[src/wtu_pkg.sv]
// Package of constants and types for the wave timer unit.
`default_nettype none
package wtu_pkg;
   localparam int CNT_W = 16;
   localparam int NUM_CH = 3;
   localparam logic [15:0] COUNT_FLOOR = 16'h0000;
   localparam logic [15:0] COUNT_ALL_ONES = 16'hFFFF;
   localparam logic [15:0] COUNT_STEP = 16'h0001;
   localparam logic [15:0] CYCLE_RESET = 16'hFFFF;
   localparam logic [15:0] MATCH_RESET = 16'h0000;
   localparam int PSC_W = 3;
   localparam int DIV_W = 10;
   localparam logic [9:0] DIV_ONE = 10'h001;
   localparam logic [9:0] DIV_ZERO = 10'h000;
   localparam int TOGGLE_CH = 0;
   // Prescale encodings: divide by 1, 2, 4, 8, 16, 64, 256, 1024.
   localparam logic [2:0] PSC_DIV1 = 3'h0;
   localparam logic [2:0] PSC_DIV2 = 3'h1;
   localparam logic [2:0] PSC_DIV4 = 3'h2;
   localparam logic [2:0] PSC_DIV8 = 3'h3;
   localparam logic [2:0] PSC_DIV16 = 3'h4;
   localparam logic [2:0] PSC_DIV64 = 3'h5;
   localparam logic [2:0] PSC_DIV256 = 3'h6;
   localparam logic [2:0] PSC_DIV1024 = 3'h7;
   localparam logic [1:0] MODE_NORMAL = 2'h0;
   localparam logic [1:0] MODE_TOGGLE = 2'h1;
   localparam logic [1:0] MODE_SINGLE = 2'h3;
   typedef enum logic [1:0] {
      WTU_NORMAL,
      WTU_TOGGLE,
      WTU_SINGLE
   } wtu_mode_e;
endpackage : wtu_pkg
`default_nettype wire

[src/wtu_prescaler.sv]
// Prescaler that turns the selected division into a one-cycle tick enable.
`default_nettype none
module wtu_prescaler (
   // Clock and reset
   input wire logic ref_clk,
   input wire logic reset,
   // Control
   input wire logic run,
   input wire logic [wtu_pkg::PSC_W-1:0] prescale_select,
   // Tick
   output logic tick
);
   logic [wtu_pkg::DIV_W-1:0] div_count;
   logic [wtu_pkg::DIV_W-1:0] div_last;

   always_comb begin
      case (prescale_select)
         wtu_pkg::PSC_DIV1: div_last = 10'h000;
         wtu_pkg::PSC_DIV2: div_last = 10'h001;
         wtu_pkg::PSC_DIV4: div_last = 10'h003;
         wtu_pkg::PSC_DIV8: div_last = 10'h007;
         wtu_pkg::PSC_DIV16: div_last = 10'h00F;
         wtu_pkg::PSC_DIV64: div_last = 10'h03F;
         wtu_pkg::PSC_DIV256: div_last = 10'h0FF;
         default: div_last = 10'h3FF;
      endcase
   end

   // The divider restarts while stopped so the first tick after enabling is a full period.
   always_ff @(posedge ref_clk) begin
      if (reset || !run || div_count >= div_last) begin
         div_count <= wtu_pkg::DIV_ZERO;
      end else begin
         div_count <= div_count + wtu_pkg::DIV_ONE;
      end
   end

   assign tick = run && (div_count >= div_last);
endmodule : wtu_prescaler
`default_nettype wire

[src/wtu_channel.sv]
// One compare channel: match flag, double-buffered match value and waveform.
`default_nettype none
module wtu_channel (
   // Clock and reset
   input wire logic ref_clk,
   input wire logic reset,
   // Counter state
   input wire logic [wtu_pkg::CNT_W-1:0] count_value,
   input wire logic step,
   input wire logic load_point,
   input wire logic at_ceiling,
   input wire logic [1:0] mode,
   // Software access
   input wire logic match_write,
   input wire logic shadow_write,
   input wire logic [wtu_pkg::CNT_W-1:0] write_data,
   input wire logic flag_clear,
   // State
   output logic [wtu_pkg::CNT_W-1:0] match_value_reg,
   output logic [wtu_pkg::CNT_W-1:0] match_value_shadow,
   output logic match_shadow_valid,
   output logic match_flag,
   output logic wave_out,
   output logic match_now
);
   assign match_now = (count_value == match_value_reg); // [RULE14]

   // Direct writes bypass the shadow; the load point copies a valid shadow.
   always_ff @(posedge ref_clk) begin
      if (reset) begin
         match_value_reg <= wtu_pkg::MATCH_RESET;
      end else if (match_write) begin
         match_value_reg <= write_data; // [RULE12]
      end else if (load_point && match_shadow_valid) begin
         match_value_reg <= match_value_shadow; // [RULE11]
      end
   end

   always_ff @(posedge ref_clk) begin
      if (reset) begin
         match_value_shadow <= wtu_pkg::MATCH_RESET;
      end else if (shadow_write) begin
         match_value_shadow <= write_data; // [RULE22]
      end
   end

   // A shadow write in the load cycle keeps the flag so the new value is not lost.
   always_ff @(posedge ref_clk) begin
      if (reset) begin
         match_shadow_valid <= 1'b0;
      end else if (shadow_write) begin
         match_shadow_valid <= 1'b1; // [RULE10]
      end else if (load_point) begin
         match_shadow_valid <= 1'b0; // [RULE10]
      end
   end

   // Flag is set the cycle after the match; set wins over software clear.
   always_ff @(posedge ref_clk) begin
      if (reset) begin
         match_flag <= 1'b0;
      end else if (match_now && step) begin
         match_flag <= 1'b1; // [RULE14]
      end else if (flag_clear) begin
         match_flag <= 1'b0;
      end
   end

   always_ff @(posedge ref_clk) begin
      if (reset) begin
         wave_out <= 1'b0;
      end else if (step) begin
         case (mode)
            wtu_pkg::MODE_TOGGLE: begin
               if (match_now) begin
                  wave_out <= !wave_out; // [RULE17] [RULE18]
               end
            end
            wtu_pkg::MODE_SINGLE: begin
               if (at_ceiling) begin
                  wave_out <= 1'b1; // [RULE19]
               end else if (match_now) begin
                  wave_out <= 1'b0; // [RULE19]
               end
            end
            default: begin
               wave_out <= wave_out;
            end
         endcase
      end
   end
endmodule : wtu_channel
`default_nettype wire

[src/wave_timer_unit.sv]
// Sixteen-bit wave timer unit: counter, cycle length buffering and three channels.
//
// Contract
// [RULE1] Floor is zero, ceiling is sequence top.
// [RULE2] Load point at floor or ceiling per mode.
// [RULE3] Software loads cycle length, then sets enable.
// [RULE4] Event count enable counts events, not ticks.
// [RULE5] Count prescaled ticks in the selected direction.
// [RULE6] Upward past ceiling wraps to zero.
// [RULE7] Downward at floor reloads cycle length.
// [RULE8] Count write is immediate and wins.
// [RULE9] Direction changes apply while running.
// [RULE10] Shadow valid set on write, cleared at load.
// [RULE11] Valid shadows copy only at load point.
// [RULE12] Match and shadow registers both directly writable.
// [RULE13] Direct cycle write immediate; overshoot wraps through ones.
// [RULE14] Match sets channel flag one cycle later.
// [RULE15] Waveform drives pin when mode, no events, enabled.
// [RULE16] Software sets pin direction and optional inversion.
// [RULE17] Toggle mode: match toggles output.
// [RULE18] Toggle frequency is clock over twice N(match+1).
// [RULE19] Single slope: set at ceiling, clear on match.
// [RULE20] Resolution follows cycle length, 2 to 16 bits.
// [RULE21] Single slope frequency is clock over N(len+1).
// [RULE22] All counter registers and shadows are 16 bits.
// [RULE23] Toggle mode restarts after channel zero match.
// [RULE24] Prescaler chooses power-of-two dividers.
// [RULE25] Only counts and loads while enabled.
`default_nettype none
module wave_timer_unit (
   // Clock and reset
   input wire logic ref_clk,
   input wire logic reset,
   // Control A and E
   input wire logic enable,
   input wire logic [wtu_pkg::PSC_W-1:0] prescale_select,
   input wire logic count_down,
   // Control B
   input wire logic [1:0] wave_mode_select,
   input wire logic [wtu_pkg::NUM_CH-1:0] channel_output_enable,
   // Event control
   input wire logic event_count_enable,
   input wire logic event_in,
   // Software writes
   input wire logic [wtu_pkg::CNT_W-1:0] write_data,
   input wire logic count_write,
   input wire logic cycle_write,
   input wire logic cycle_shadow_write,
   input wire logic [wtu_pkg::NUM_CH-1:0] match_write,
   input wire logic [wtu_pkg::NUM_CH-1:0] match_shadow_write,
   input wire logic [wtu_pkg::NUM_CH-1:0] match_flag_clear,
   input wire logic wrap_flag_clear,
   // Port pin values when not overridden
   input wire logic [wtu_pkg::NUM_CH-1:0] port_out,
   // Register state
   output logic [wtu_pkg::CNT_W-1:0] count_value_reg,
   output logic [wtu_pkg::CNT_W-1:0] cycle_length_reg,
   output logic [wtu_pkg::CNT_W-1:0] cycle_length_shadow,
   output logic cycle_shadow_valid,
   output logic [wtu_pkg::NUM_CH*wtu_pkg::CNT_W-1:0] match_values,
   output logic [wtu_pkg::NUM_CH*wtu_pkg::CNT_W-1:0] match_shadows,
   output logic [wtu_pkg::NUM_CH-1:0] match_shadow_valid,
   // Flags and waveforms
   output logic wrap_flag,
   output logic [wtu_pkg::NUM_CH-1:0] match_flag,
   output logic [wtu_pkg::NUM_CH-1:0] wave_out,
   output logic [wtu_pkg::NUM_CH-1:0] waveform_pin
);
   logic event_meta;
   logic event_sync;
   logic event_prev;
   logic event_edge;
   logic clk_tick;
   logic step;
   logic at_floor;
   logic at_ceiling;
   logic seq_top;
   logic load_point;
   logic wave_mode_on;
   logic down_now;
   logic [wtu_pkg::NUM_CH-1:0] match_now;
   logic [wtu_pkg::CNT_W-1:0] next_count;
   wtu_pkg::wtu_mode_e mode_kind;

   // Event input is asynchronous; two flip-flops before any edge detection.
   always_ff @(posedge ref_clk) begin
      if (reset) begin
         event_meta <= 1'b0;
         event_sync <= 1'b0;
      end else begin
         event_meta <= event_in;
         event_sync <= event_meta;
      end
   end

   always_ff @(posedge ref_clk) begin
      if (reset) begin
         event_prev <= 1'b0;
      end else begin
         event_prev <= event_sync;
      end
   end

   assign event_edge = event_sync && !event_prev;

   wtu_prescaler u_prescaler (
      .ref_clk(ref_clk),
      .reset(reset),
      .run(enable),
      .prescale_select(prescale_select), // [RULE24]
      .tick(clk_tick)
   );

   // Events replace clock ticks as the counting source.
   assign step = enable && (event_count_enable ? event_edge : clk_tick); // [RULE4] [RULE5] [RULE25]

   always_comb begin
      case (wave_mode_select)
         wtu_pkg::MODE_TOGGLE: mode_kind = wtu_pkg::WTU_TOGGLE;
         wtu_pkg::MODE_SINGLE: mode_kind = wtu_pkg::WTU_SINGLE;
         default: mode_kind = wtu_pkg::WTU_NORMAL;
      endcase
   end

   // Single slope always counts up; other modes follow the direction bit live.
   assign down_now = (mode_kind == wtu_pkg::WTU_SINGLE) ? 1'b0 : count_down; // [RULE9]

   // Toggle mode uses channel zero's match as the top of the sequence.
   assign seq_top = (mode_kind == wtu_pkg::WTU_TOGGLE) ? match_now[wtu_pkg::TOGGLE_CH]
                    : (count_value_reg == cycle_length_reg); // [RULE1] [RULE23]
   assign at_floor = (count_value_reg == wtu_pkg::COUNT_FLOOR); // [RULE1]
   assign at_ceiling = seq_top && !down_now;

   // Up-counting loads at the ceiling, down-counting at the floor reload.
   assign load_point = step && (down_now ? at_floor : seq_top); // [RULE2] [RULE25]

   always_comb begin
      if (down_now) begin
         if (at_floor) begin
            next_count = cycle_length_reg; // [RULE7]
         end else begin
            next_count = count_value_reg - wtu_pkg::COUNT_STEP;
         end
      end else if (seq_top) begin
         next_count = wtu_pkg::COUNT_FLOOR; // [RULE6] [RULE23]
      end else begin
         // Past a lowered ceiling the count runs on and wraps at all ones.
         next_count = count_value_reg + wtu_pkg::COUNT_STEP; // [RULE13]
      end
   end

   always_ff @(posedge ref_clk) begin
      if (reset) begin
         count_value_reg <= wtu_pkg::COUNT_FLOOR;
      end else if (count_write) begin
         count_value_reg <= write_data; // [RULE8]
      end else if (step) begin
         count_value_reg <= next_count; // [RULE5]
      end
   end

   always_ff @(posedge ref_clk) begin
      if (reset) begin
         cycle_length_reg <= wtu_pkg::CYCLE_RESET;
      end else if (cycle_write) begin
         cycle_length_reg <= write_data; // [RULE13]
      end else if (load_point && cycle_shadow_valid) begin
         cycle_length_reg <= cycle_length_shadow; // [RULE11] [RULE20] [RULE21]
      end
   end

   always_ff @(posedge ref_clk) begin
      if (reset) begin
         cycle_length_shadow <= wtu_pkg::CYCLE_RESET;
      end else if (cycle_shadow_write) begin
         cycle_length_shadow <= write_data; // [RULE22]
      end
   end

   always_ff @(posedge ref_clk) begin
      if (reset) begin
         cycle_shadow_valid <= 1'b0;
      end else if (cycle_shadow_write) begin
         cycle_shadow_valid <= 1'b1; // [RULE10]
      end else if (load_point) begin
         cycle_shadow_valid <= 1'b0; // [RULE10]
      end
   end

   // Wrap flag marks the ceiling-to-zero or floor reload event.
   always_ff @(posedge ref_clk) begin
      if (reset) begin
         wrap_flag <= 1'b0;
      end else if (load_point) begin
         wrap_flag <= 1'b1;
      end else if (wrap_flag_clear) begin
         wrap_flag <= 1'b0;
      end
   end

   assign wave_mode_on = (mode_kind != wtu_pkg::WTU_NORMAL) && !event_count_enable;

   genvar ch;
   generate
      for (ch = 0; ch < wtu_pkg::NUM_CH; ch++) begin : g_ch
         wtu_channel u_channel (
            .ref_clk(ref_clk),
            .reset(reset),
            .count_value(count_value_reg),
            .step(step),
            .load_point(load_point),
            .at_ceiling(at_ceiling),
            .mode(wave_mode_select),
            .match_write(match_write[ch]),
            .shadow_write(match_shadow_write[ch]),
            .write_data(write_data),
            .flag_clear(match_flag_clear[ch]),
            .match_value_reg(match_values[ch*wtu_pkg::CNT_W +: wtu_pkg::CNT_W]),
            .match_value_shadow(match_shadows[ch*wtu_pkg::CNT_W +: wtu_pkg::CNT_W]),
            .match_shadow_valid(match_shadow_valid[ch]),
            .match_flag(match_flag[ch]),
            .wave_out(wave_out[ch]),
            .match_now(match_now[ch])
         );
         // Pin direction and inversion live in the port block outside.
         assign waveform_pin[ch] = (wave_mode_on && channel_output_enable[ch])
                                   ? wave_out[ch] : port_out[ch]; // [RULE15] [RULE16]
      end
   endgenerate
endmodule : wave_timer_unit
`default_nettype wire

[config.mk]
export PLATFORM = sky130hd
export DESIGN_NAME = wave_timer_unit
export DESIGN_NICKNAME = d
export VERILOG_FILES = /design/src/wtu_pkg.sv /design/src/wtu_prescaler.sv /design/src/wtu_channel.sv /design/src/wave_timer_unit.sv
export SDC_FILE = /design/constraint.sdc
export NUM_CORES = 1
export LEC_CHECK = 0
export ABC_AREA = 1
export BUFFER_PORTS_ARGS = -buffer_cell sky130_fd_sc_hd__buf_2
export CAP_MARGIN = 20
export CORE_MARGIN = 2
export CORE_UTILIZATION = 55
export CTS_CLUSTER_DIAMETER = 40
export CTS_CLUSTER_SIZE = 24
export DETAILED_ROUTE_END_ITERATION = 8
export GPL_ROUTABILITY_DRIVEN = 0
export PLACE_DENSITY = 0.8
export SETUP_SLACK_MARGIN = 0.15
export SLEW_MARGIN = 10
export SYNTH_ARGS = -nofsm -noshare
export SYNTH_HDL_FRONTEND = slang
export SYNTH_HIERARCHICAL = 1
export SYNTH_SLANG_ARGS = --single-unit
[constraint.sdc]
create_clock -name ref_clk -period 3.7 [get_ports ref_clk]
set_input_delay 0.185 -clock ref_clk [delete_from_list [all_inputs] [get_ports ref_clk]]
set_output_delay 0.185 -clock ref_clk [all_outputs]
set_load 0.02 [all_outputs]
# == Word level (Yosys, flattened, before mapping) ==
# Cells that the tools add are included.
# totals
register_bits,168
latchBits,0
mem_bits_rw,0
romBits,0
input_bits,46
word_cells,140
n_memories,0
# classes
n_addsub,3
mul,0
div,0
order_cmp,1
eq_ne,20
shift,0
mux,47
n_bitwise,0
n_reduce_logical,45
# op_table
op,n
$mux 16,13
$pmux 10 s7,1
$eq 16x16->1,4
$reduce_bool 2->1,15
$mux 1,29
$add 16x1->16 const B,1
$logic_and 1x1->1,16
$logic_not 16->1,1
$sub 16x1->16 const B,1
$reduce_and 4->1,3
$add 10x1->10 const B,1
$ge 10x10->1,1
$eq 3x3->1 const B,3
$ne 3x2->1 const B,3
$logic_not 1->1,7
$eq 3x2->1 const B,2
$ne 2x1->1 const B,3
$pmux 1 s2,3
$eq 2x1->1 const B,2
$eq 2x2->1 const B,2
$pmux 2 s2,1
$eq 3x1->1 const B,1
$logic_not 3->1,1
$logic_or 1x1->1,2

# == Logic depth before layout (Yosys ltp) ==
# Gate-level depths: netlist of the first run.
# logic_depth
depth_word,10
ltp_mapped,23

# == Hierarchy ==
# Netlist of the first run, hierarchy kept.
# by_module_without_submodules
mod,instances,cells_each,area_per_inst_um2,seq_area_each_um2
wtu_channel,3,256,1681.6,700.7
wave_timer_unit,1,618,3677.3,1061.0
wtu_prescaler,1,112,813.3,200.2

# == Worst setup path before layout of the first run ==
# No wires, ideal clock.
# synth_path
kind,input-to-reg
start,in prescale_select[0] in the netlist's numbering
end,reg g_ch[0].u_channel/match_value_reg[10] in the netlist's numbering
setup_time_ns,0.133
t_arrival_ns,2.713
required_ns,3.567
setup_slack_ns,0.854
cell_stages,20
path_cell_list,inv_1 > o21ai_0 > a21oi_1 > ha_1 > nand2_1 > nand3_1 > nand3_1 > nand3_1 > nand2_1 > inv_1 > o21ai_0 > nor2_1 > nand3_1 > inv_1 > nand2_1 > inv_1 > nor2_1 > inv_1 > clkbuf_1 > a21oi_1
# synth_via
elab_chain_cells,9
elab_cells_between_ends,15
# synth_lines
element,line_no,source
start: declaration,wave_timer_unit.sv:36,"input wire logic [wtu_pkg::PSC_W-1:0] prescale_select,"
$eq 3x3->1 (tied with other cells),wtu_prescaler.sv:17,case (prescale_select)
$pmux 10 s7 *,wtu_prescaler.sv:17,
$ge 10x10->1 *,wtu_prescaler.sv:38,assign tick = run && (div_count >= div_last);
$logic_and 1x1->1 *,wtu_prescaler.sv:38,
named net clk_tick,wave_timer_unit.sv:73,logic clk_tick;
$mux 1 *,wave_timer_unit.sv:115,assign step = enable && (event_count_enable ? event_edge : clk_tick);
$logic_and 1x1->1 *,wave_timer_unit.sv:115,
named net step,wave_timer_unit.sv:74,logic step;
$logic_and 1x1->1 *,wave_timer_unit.sv:135,assign load_point = step && (down_now ? at_floor : seq_top);
named net load_point,wave_timer_unit.sv:78,logic load_point;
$logic_and 1x1->1 *,wtu_channel.sv:34,end else if (load_point && match_shadow_valid) begin
$reduce_bool 2->1 (no line) *,-,
end signal: assignment,wtu_channel.sv:31,match_value_reg <= wtu_pkg::MATCH_RESET;
end signal: assignment,wtu_channel.sv:33,match_value_reg <= write_data;
end signal: assignment,wtu_channel.sv:35,match_value_reg <= match_value_shadow;
end: declaration,wtu_channel.sv:19,"output logic [wtu_pkg::CNT_W-1:0] match_value_reg,"
# Mark *: on every way through the listed nets, which the timed path passes. The rest lies on a longest branch.
# A chain may end at the register's enable or synchronous reset.

# == Worst setup path after layout of the first run ==
# layout_path
start,reg count_value_reg[2] in the netlist's numbering
end,reg g_ch[1].u_channel/match_value_reg[10] in the netlist's numbering
# layout_via
elab_chain_cells,6
elab_cells_between_ends,8
# layout_lines
element,line_no,source
start: declaration,wave_timer_unit.sv:56,"output logic [wtu_pkg::CNT_W-1:0] count_value_reg,"
start signal: assignment,wave_timer_unit.sv:154,count_value_reg <= wtu_pkg::COUNT_FLOOR;
start signal: assignment,wave_timer_unit.sv:156,count_value_reg <= write_data;
start signal: assignment,wave_timer_unit.sv:158,count_value_reg <= next_count;
$eq 16x16->1,wtu_channel.sv:26,assign match_now = (count_value == match_value_reg);
"named net match_now, one bit",wave_timer_unit.sv:81,logic [wtu_pkg::NUM_CH-1:0] match_now;
$mux 1,wave_timer_unit.sv:129,assign seq_top = (mode_kind == wtu_pkg::WTU_TOGGLE) ? match_now[wtu_pkg::TOGGLE_CH]
$mux 1,wave_timer_unit.sv:135,
$logic_and 1x1->1,wave_timer_unit.sv:135,
named net load_point,wave_timer_unit.sv:78,
$logic_and 1x1->1,wtu_channel.sv:34,
$reduce_bool 2->1 (no line),-,
end signal: assignment,wtu_channel.sv:31,
end signal: assignment,wtu_channel.sv:33,
end signal: assignment,wtu_channel.sv:35,
end: declaration,wtu_channel.sv:19,
# The timed path passes the listed nets, and every way through them passes these cells.

==> results of run 1 <==
==> worst max-delay path: stages, from the launching register on <==
cell and delay (ps):
dfxtp_1 730, inv_1 100, nand2_1 80, nand2_1 40, nor2_1 100, nand2_1 80, nor2_2 150, and2_4 170
nand3_1 130, nand3_4 170, nand3_1 130, inv_1 180, nand2_1 70, inv_1 50, nor2_1 30, inv_1 590
o21ai_0 220, a21oi_1 170
==> how the worst min path moves through the flow <==
stage	end	slack [ps]	cells past startpoint
detailed placement	event_sync	410	2
CTS	g_ch[1].u_channel/match_flag	5	4
finish	g_ch[0].u_channel/match_flag	10	4
global placement	event_meta	400	3
floorplan	g_ch[0].u_channel/match_flag	250	1
global route	g_ch[0].u_channel/match_flag	20	4
==> layer usage <==
metal | vias to the layer above | part of all wire | GRT usage
met2 | 567 | 0.45 | 0.5449
met1 | 4777 | 0.40 | 0.4577
li1 | 5102 | - | -
met4 | 0 | 0.047 | 0.1493
met3 | 113 | 0.10 | 0.06360
met5 | - | 0 | 0
==> area by class of cell <==
type                    instances  area (sq um)  area share
clock inverters                11         133.9     0.01180
repair buffers                227          1221      0.1076
inverters                     212         795.8     0.07012
flip-flops and latches        168          3363      0.2964
multi-input cells            1050          5070      0.4467
diodes                          1         2.502   0.0002205
well taps                     225         281.5     0.02481
clock buffers                  21         480.5     0.04234
==> cells by family (layout without fill, tap and decap cells) <==
family / after synthesis / after routing
and+or+nand+nor: 666 / 666
DFF: 168 / 168
buffers and inverters: 280 / 471
xor gates and xnor gates: 36 / 36
other: 0 / 1
muxes: 3 / 3
AOI/OAI and AO/OA: 331 / 331
adders and majority gates: 14 / 14
==> power by group <==
part	switching [uW]	total, uW	internal, uW	leakage [uW]
registers	144	2080	1930	0.00139
clock network	784	1860	1080	0.000295
logic	753	1110	358	0.00409
total	1680	5050	3370	0.00578
==> placed cells by master (no fill, tap or decap), types with 4 or more instances in the layout <==
cell type  Yosys  routed
nand2_1      340     340
inv_1        206     206
buf_2         19     203
a21oi_1      182     182
nor2_1       179     179
dfxtp_1      168     168
o21ai_0      129     129
nand3_1       88      88
xor2_1        33      33
nor2_2        21      21
buf_4          3      21
clkbuf_16      0      17
ha_1          14      14
nor3_1         9       9
nand4_1        7       7
o211ai_1       6       6
inv_2          5       5
a31oi_1        4       4
clkbuf_8       0       4
nand2_2        4       4
==> through the flow <==
step	worst slack [ps]	area (sq um)	total power, uW
after floorplan	854.0	9535	2806
after global placement	543.5	10680	3161
after detailed placement	481.1	10680	3183
after CTS	545.1	11320	5029
after global routing	158.2	11350	5257
final	439.8	11350	5047
==> flow_metrics.env, run 1 <==
export IMPL_setup_worst_path_end_class="register"
export IMPL_netlist_top_cells_count="340 x nand2_1, 206 x inv_1, 182 x a21oi_1, 179 x nor2_1, 168 x dfxtp_1"
export IMPL_detail_route_drc_violations=0
export IMPL_synth_top_cells_by_area="dfxtp_1 35%, nand2_1 13%, a21oi_1 9.6%"
export IMPL_yosys_area_share_xor_xnor=0.03307
export IMPL_postCtsHoldBufs=2
export IMPL_synthDominantAreaCellType="dfxtp_1"
export IMPL_floorplan_core_area_sq_mm=0.01712
export IMPL_grt_overflow=0
export IMPL_area_growth_pct=19.01
export IMPL_worst_r2r_endpoint="g_ch[1].u_channel/match_value_reg[10]"
export IMPL_post_synth_num_cell_types=41
export IMPL_synth_most_common_cell="nand2_1"
export IMPL_finalHoldWorstSlack_ps=13.73
export IMPL_routed_wirelength_mm=31.99
export IMPL_postSynthRegisterBits=168
export IMPL_run_status="finished, final reports clean"
export IMPL_start_util=0.5571
export IMPL_num_nets_final=1736
export IMPL_critPathMaxFanout=30
export IMPL_drive_gt1_frac=0.1847
export IMPL_hold_start="match_flag_clear[0]"
export IMPL_pin_count_of_the_biggest_net_entering_global_routing=39
export IMPL_rsz_0062_raised_after_global_routing="no"
export IMPL_tritoncts="done"
export IMPL_fp_dieW_um=135.7
export IMPL_die_area_sq_mm=0.01841
export IMPL_critical_path_required_ps=4070
export IMPL_place_detailed_hpwl_mm=22.37
export IMPL_cts_root_buf="clkbuf_16"
export IMPL_first_iter_violations=1298
export IMPL_synthArstFlopShare=0
export IMPL_power_per_cell_area_mw_per_mm2=444.7
export IMPL_slew_headroom=0.4096
export IMPL_synth_net_count=1558
export IMPL_synth_ff_type="dfxtp_1"
export IMPL_postCtsResizedCells=0
export IMPL_die_h_um=135.7
export IMPL_setup_total_negative_slack_ps=0
export IMPL_port_buffers=203
export IMPL_cts_htree_levels=4
export IMPL_fill_cells=1548
export IMPL_first_global_vias=9179
export IMPL_synth_simple_area_share=0.2964
export IMPL_dr_total_vias=10560
export IMPL_drt_pass1_iterations=6
export IMPL_p_leak_uw=0.005777
export IMPL_startpoint="count_value_reg[2]"
export IMPL_crit_path_end="g_ch[1].u_channel/match_value_reg[10]"
export IMPL_final_cell_count_no_fill=1915
export IMPL_finalWorstPathRequiredPeriod_ps=3260
export IMPL_fmax_mhz=306.7
export IMPL_share_of_synthesized_cell_area_in_full_adder_half_adder_and_majority_cells=0.01837
export IMPL_reg2regPathDepth=17
export IMPL_route_detailed_vias_per_inst=5.514
export IMPL_cts_buffer_depth=2
export IMPL_cp_data_arrival_time_ps=3630
export IMPL_worst_r2r_startpoint="count_value_reg[2]"
export IMPL_slew_viol_final=0
export IMPL_largest_family_of_logic_cells_by_synthesized_area="simple AND/OR/NAND/NOR gates"
export IMPL_dp_cells=1879
export IMPL_route_detailed_wl_per_inst_um=16.70
export IMPL_ys_warnings=6
export IMPL_timing_hold_violations_final=0
export IMPL_post_synthesis_sequential_area_ratio=0.3527
export IMPL_setup_viol=0
export IMPL_floorplan_io_pins=204
export IMPL_floorplan_rows=48
export IMPL_worst_slew_pin_slew_ps=884.6
export IMPL_postSynthCellCount=1498
export IMPL_cts_made_buffers=17
export IMPL_antenna_found_initial=1
export IMPL_min_period_over_period=0.8811
export IMPL_max_cap_violations=0
export IMPL_grt_pass1_wl_mm=48.68
export IMPL_clk_latency_ps=440
export IMPL_buffers_inserted_by_post_cts_timing_repair=0
export IMPL_netlist_area_leader_share=0.3527
export IMPL_clkTransAtPathRegs_ps=70
export IMPL_antenna_violating_nets_post_route=0
export IMPL_synth_compound_gate_area_share=0.1803
export IMPL_timing_clock_skew_ps=8.425
export IMPL_synth_edff_count=0
export IMPL_reg2reg_slack_ps=440
export IMPL_postSynthAreaPerCell_sq_um=6.365
export IMPL_holdCritPathClass="in -> reg"
export IMPL_synth_area_mux_share=0.003543
export IMPL_crit_type="reg -> reg"
export IMPL_layout_core_utilization=0.6630
export IMPL_crit_path_start_kind="register"
export IMPL_clock_sinks=168
export IMPL_irDropWorstVdd_v=0.0003331
export IMPL_post_synth_instance_area_sq_mm=0.009535
export IMPL_gr_usage_all_layers=0.3436
Note: power is estimated with default switching activity, not from simulation.
==> run 2: changes to the inputs <==
REMOVE_ABC_BUFFERS = 1   (was default)
==> run 2 against run 1 <==
  * Core utilization down 0.82 points
  * Non-clock buffer count down 8
  * Register-to-register slack better by 90 ps
  * Sequential share of layout area up 0.37 points
  * Clock skew down 0.79 ps
  * Clock-buffer cell count unchanged
  * Cell count down 0.47%
==> flow_metrics.env, run 2 (same netlist as run 1, synthesis figures left out) <==
export IMPL_reg2regPathDepth=18
export IMPL_buffers_inserted_by_post_cts_timing_repair=0
export IMPL_p_leak_uw=0.005703
export IMPL_cts_buffer_depth=2
export IMPL_worst_hold_path_endpoint="g_ch[0].u_channel/match_flag"
export IMPL_holdPathStages=4
export IMPL_num_nets_final=1728
export IMPL_slew_viol_final=0
export IMPL_finalWorstPathRequiredPeriod_ps=3174
export IMPL_grt_pass1_wl_mm=46.71
export IMPL_reg2reg_slack_ps=530
export IMPL_critPathMaxFanout=32
export IMPL_diodes=0
export IMPL_antenna_violating_nets_post_route=0
export IMPL_worst_slew_pin_slew_ps=978.7
export IMPL_setup_total_negative_slack_ps=0
export IMPL_route_detailed_wl_per_inst_um=15.68
export IMPL_clk_latency_ps=420
export IMPL_die_h_um=135.7
export IMPL_layout_cells_most_common="nand2_1"
export IMPL_power_per_cell_area_mw_per_mm2=434.0
export IMPL_fp_dieW_um=135.7
export IMPL_clkTransAtPathRegs_ps=70
export IMPL_postCtsHoldBufs=1
export IMPL_port_buffers=203
export IMPL_holdCritPathClass="in -> reg"
export IMPL_route_detailed_vias_per_inst=5.420
export IMPL_cp_data_arrival_time_ps=3520
export IMPL_min_period_over_period=0.8579
export IMPL_fmax_mhz=315.0
export IMPL_first_global_vias=9369
export IMPL_cts_root_buf="clkbuf_16"
export IMPL_area_growth_pct=17.54
export IMPL_grt_overflow=0
export IMPL_rsz_0062_raised_after_global_routing="no"
export IMPL_cts_htree_levels=4
export IMPL_worst_r2r_endpoint="g_ch[2].u_channel/match_value_reg[4]"
export IMPL_antenna_found_initial=0
export IMPL_dr_total_vias=10330
export IMPL_pin_count_of_the_biggest_net_entering_global_routing=34
export IMPL_first_iter_violations=1097
export IMPL_timing_clock_skew_ps=7.633
export IMPL_worst_r2r_startpoint="count_value_reg[12]"
export IMPL_setup_viol=0
export IMPL_clock_sinks=168
export IMPL_hold_start="match_flag_clear[0]"
export IMPL_gr_usage_all_layers=0.3204
export IMPL_timing_hold_violations_final=0
export IMPL_crit_type="reg -> reg"
export IMPL_layout_core_utilization=0.6548
export IMPL_detail_route_drc_violations=0
export IMPL_place_detailed_hpwl_mm=21.47
export IMPL_area_sequential_sq_mm=0.003363
export IMPL_fill_cells=1602
export IMPL_drt_pass1_iterations=6
export IMPL_cts_made_buffers=17
export IMPL_die_area_sq_mm=0.01841
export IMPL_irDropWorstVdd_v=0.0003036
export IMPL_critical_path_required_ps=4050
export IMPL_start_util=0.5571
export IMPL_postCtsResizedCells=0
export IMPL_routed_wirelength_mm=29.89
export IMPL_slew_headroom=0.3468
export IMPL_multi_input_area_sq_mm=0.005070
export IMPL_floorplan_core_area_sq_mm=0.01712
export IMPL_crit_path_start_kind="register"
export IMPL_floorplan_io_pins=204
export IMPL_max_cap_violations=0
export IMPL_setup_worst_path_end_class="register"
export IMPL_drive_gt1_frac=0.1802
export IMPL_run_status="finished, final reports clean"
export IMPL_layout_cells_most_common_list="340 x nand2_1, 206 x inv_1, 203 x buf_2"
export IMPL_floorplan_rows=48
export IMPL_tritoncts="done"
-- run 2: worst max-delay path: stages (launching register included) --
cell and delay, ps:
dfxtp_1 720, inv_1 100, nand2_1 80, nand2_1 40, nor2_1 120, nand2_1 90, nor2_2 200, and2_4 190
nand3_1 130, nand3_4 180, nand3_1 150, inv_1 200, nand2_1 70, inv_1 60, nor2_1 40, inv_1 70
buf_4 300, o21ai_0 140, a21oi_1 190
-- run 2: routing by layer --
metal	GRT usage	wire length (um)	up-vias
li1	-	-	5082
met1	0.4186	12310	4663
met2	0.5236	13750	520
met3	0.06173	2958	65
met4	0.1244	869	0
met5	0	0	-
-- run 2: layout make-up --
cell class,instances,area share
Multi-Input combinational cell,1050,0.4523
Timing Repair Buffer,219,0.1016
Clock inverter,11,0.008819
Clock buffer,21,0.04108
Tap cell,225,0.02512
Inverter,212,0.07100
Sequential cell,168,0.3001
-- run 2: worst max-delay path by stage --
stage / start / end / slack, ps / cells after the start
2_1_floorplan: prescale_select[0] / g_ch[0].u_channel/match_value_reg[0] / 690 / 20
3_3_place_gp: prescale_select[1] / g_ch[2].u_channel/match_value_reg[9] / 700 / 22
3_5_place_dp: prescale_select[1] / g_ch[2].u_channel/match_value_reg[13] / 560 / 22
4_1_cts: count_value_reg[12] / g_ch[2].u_channel/match_value_reg[1] / 640 / 18
5_1_grt: count_value_reg[13] / g_ch[1].u_channel/match_value_reg[5] / 230 / 18
6_report: count_value_reg[12] / g_ch[2].u_channel/match_value_reg[4] / 530 / 18
-- run 2: stage by stage --
stage / hold WS (ps) / total power (uW) / cell area, sq um / cells / setup slack, ps
4_1_cts: 11.16 / 4851 / 11210 / 1906 / 638.1
6_report: 29.36 / 4864 / 11210 / 1906 / 525.7
3_3_place_gp: 390.0 / 3137 / 10640 / 1873 / 704.7
2_1_floorplan: 247.4 / 2761 / 9229 / 1430 / 691.2
3_5_place_dp: 396.0 / 3163 / 10640 / 1873 / 559.2
5_1_grt: 30.86 / 5075 / 11210 / 1906 / 228.9
-- run 2: report_power, final --
part | switching [uW] | total, uW | internal (uW) | leakage (uW)
combinational | 723 | 1070 | 347 | 0.00404
sequential | 147 | 2080 | 1930 | 0.00139
clock | 753 | 1720 | 963 | 0.000269
total | 1620 | 4860 | 3240 | 0.00570
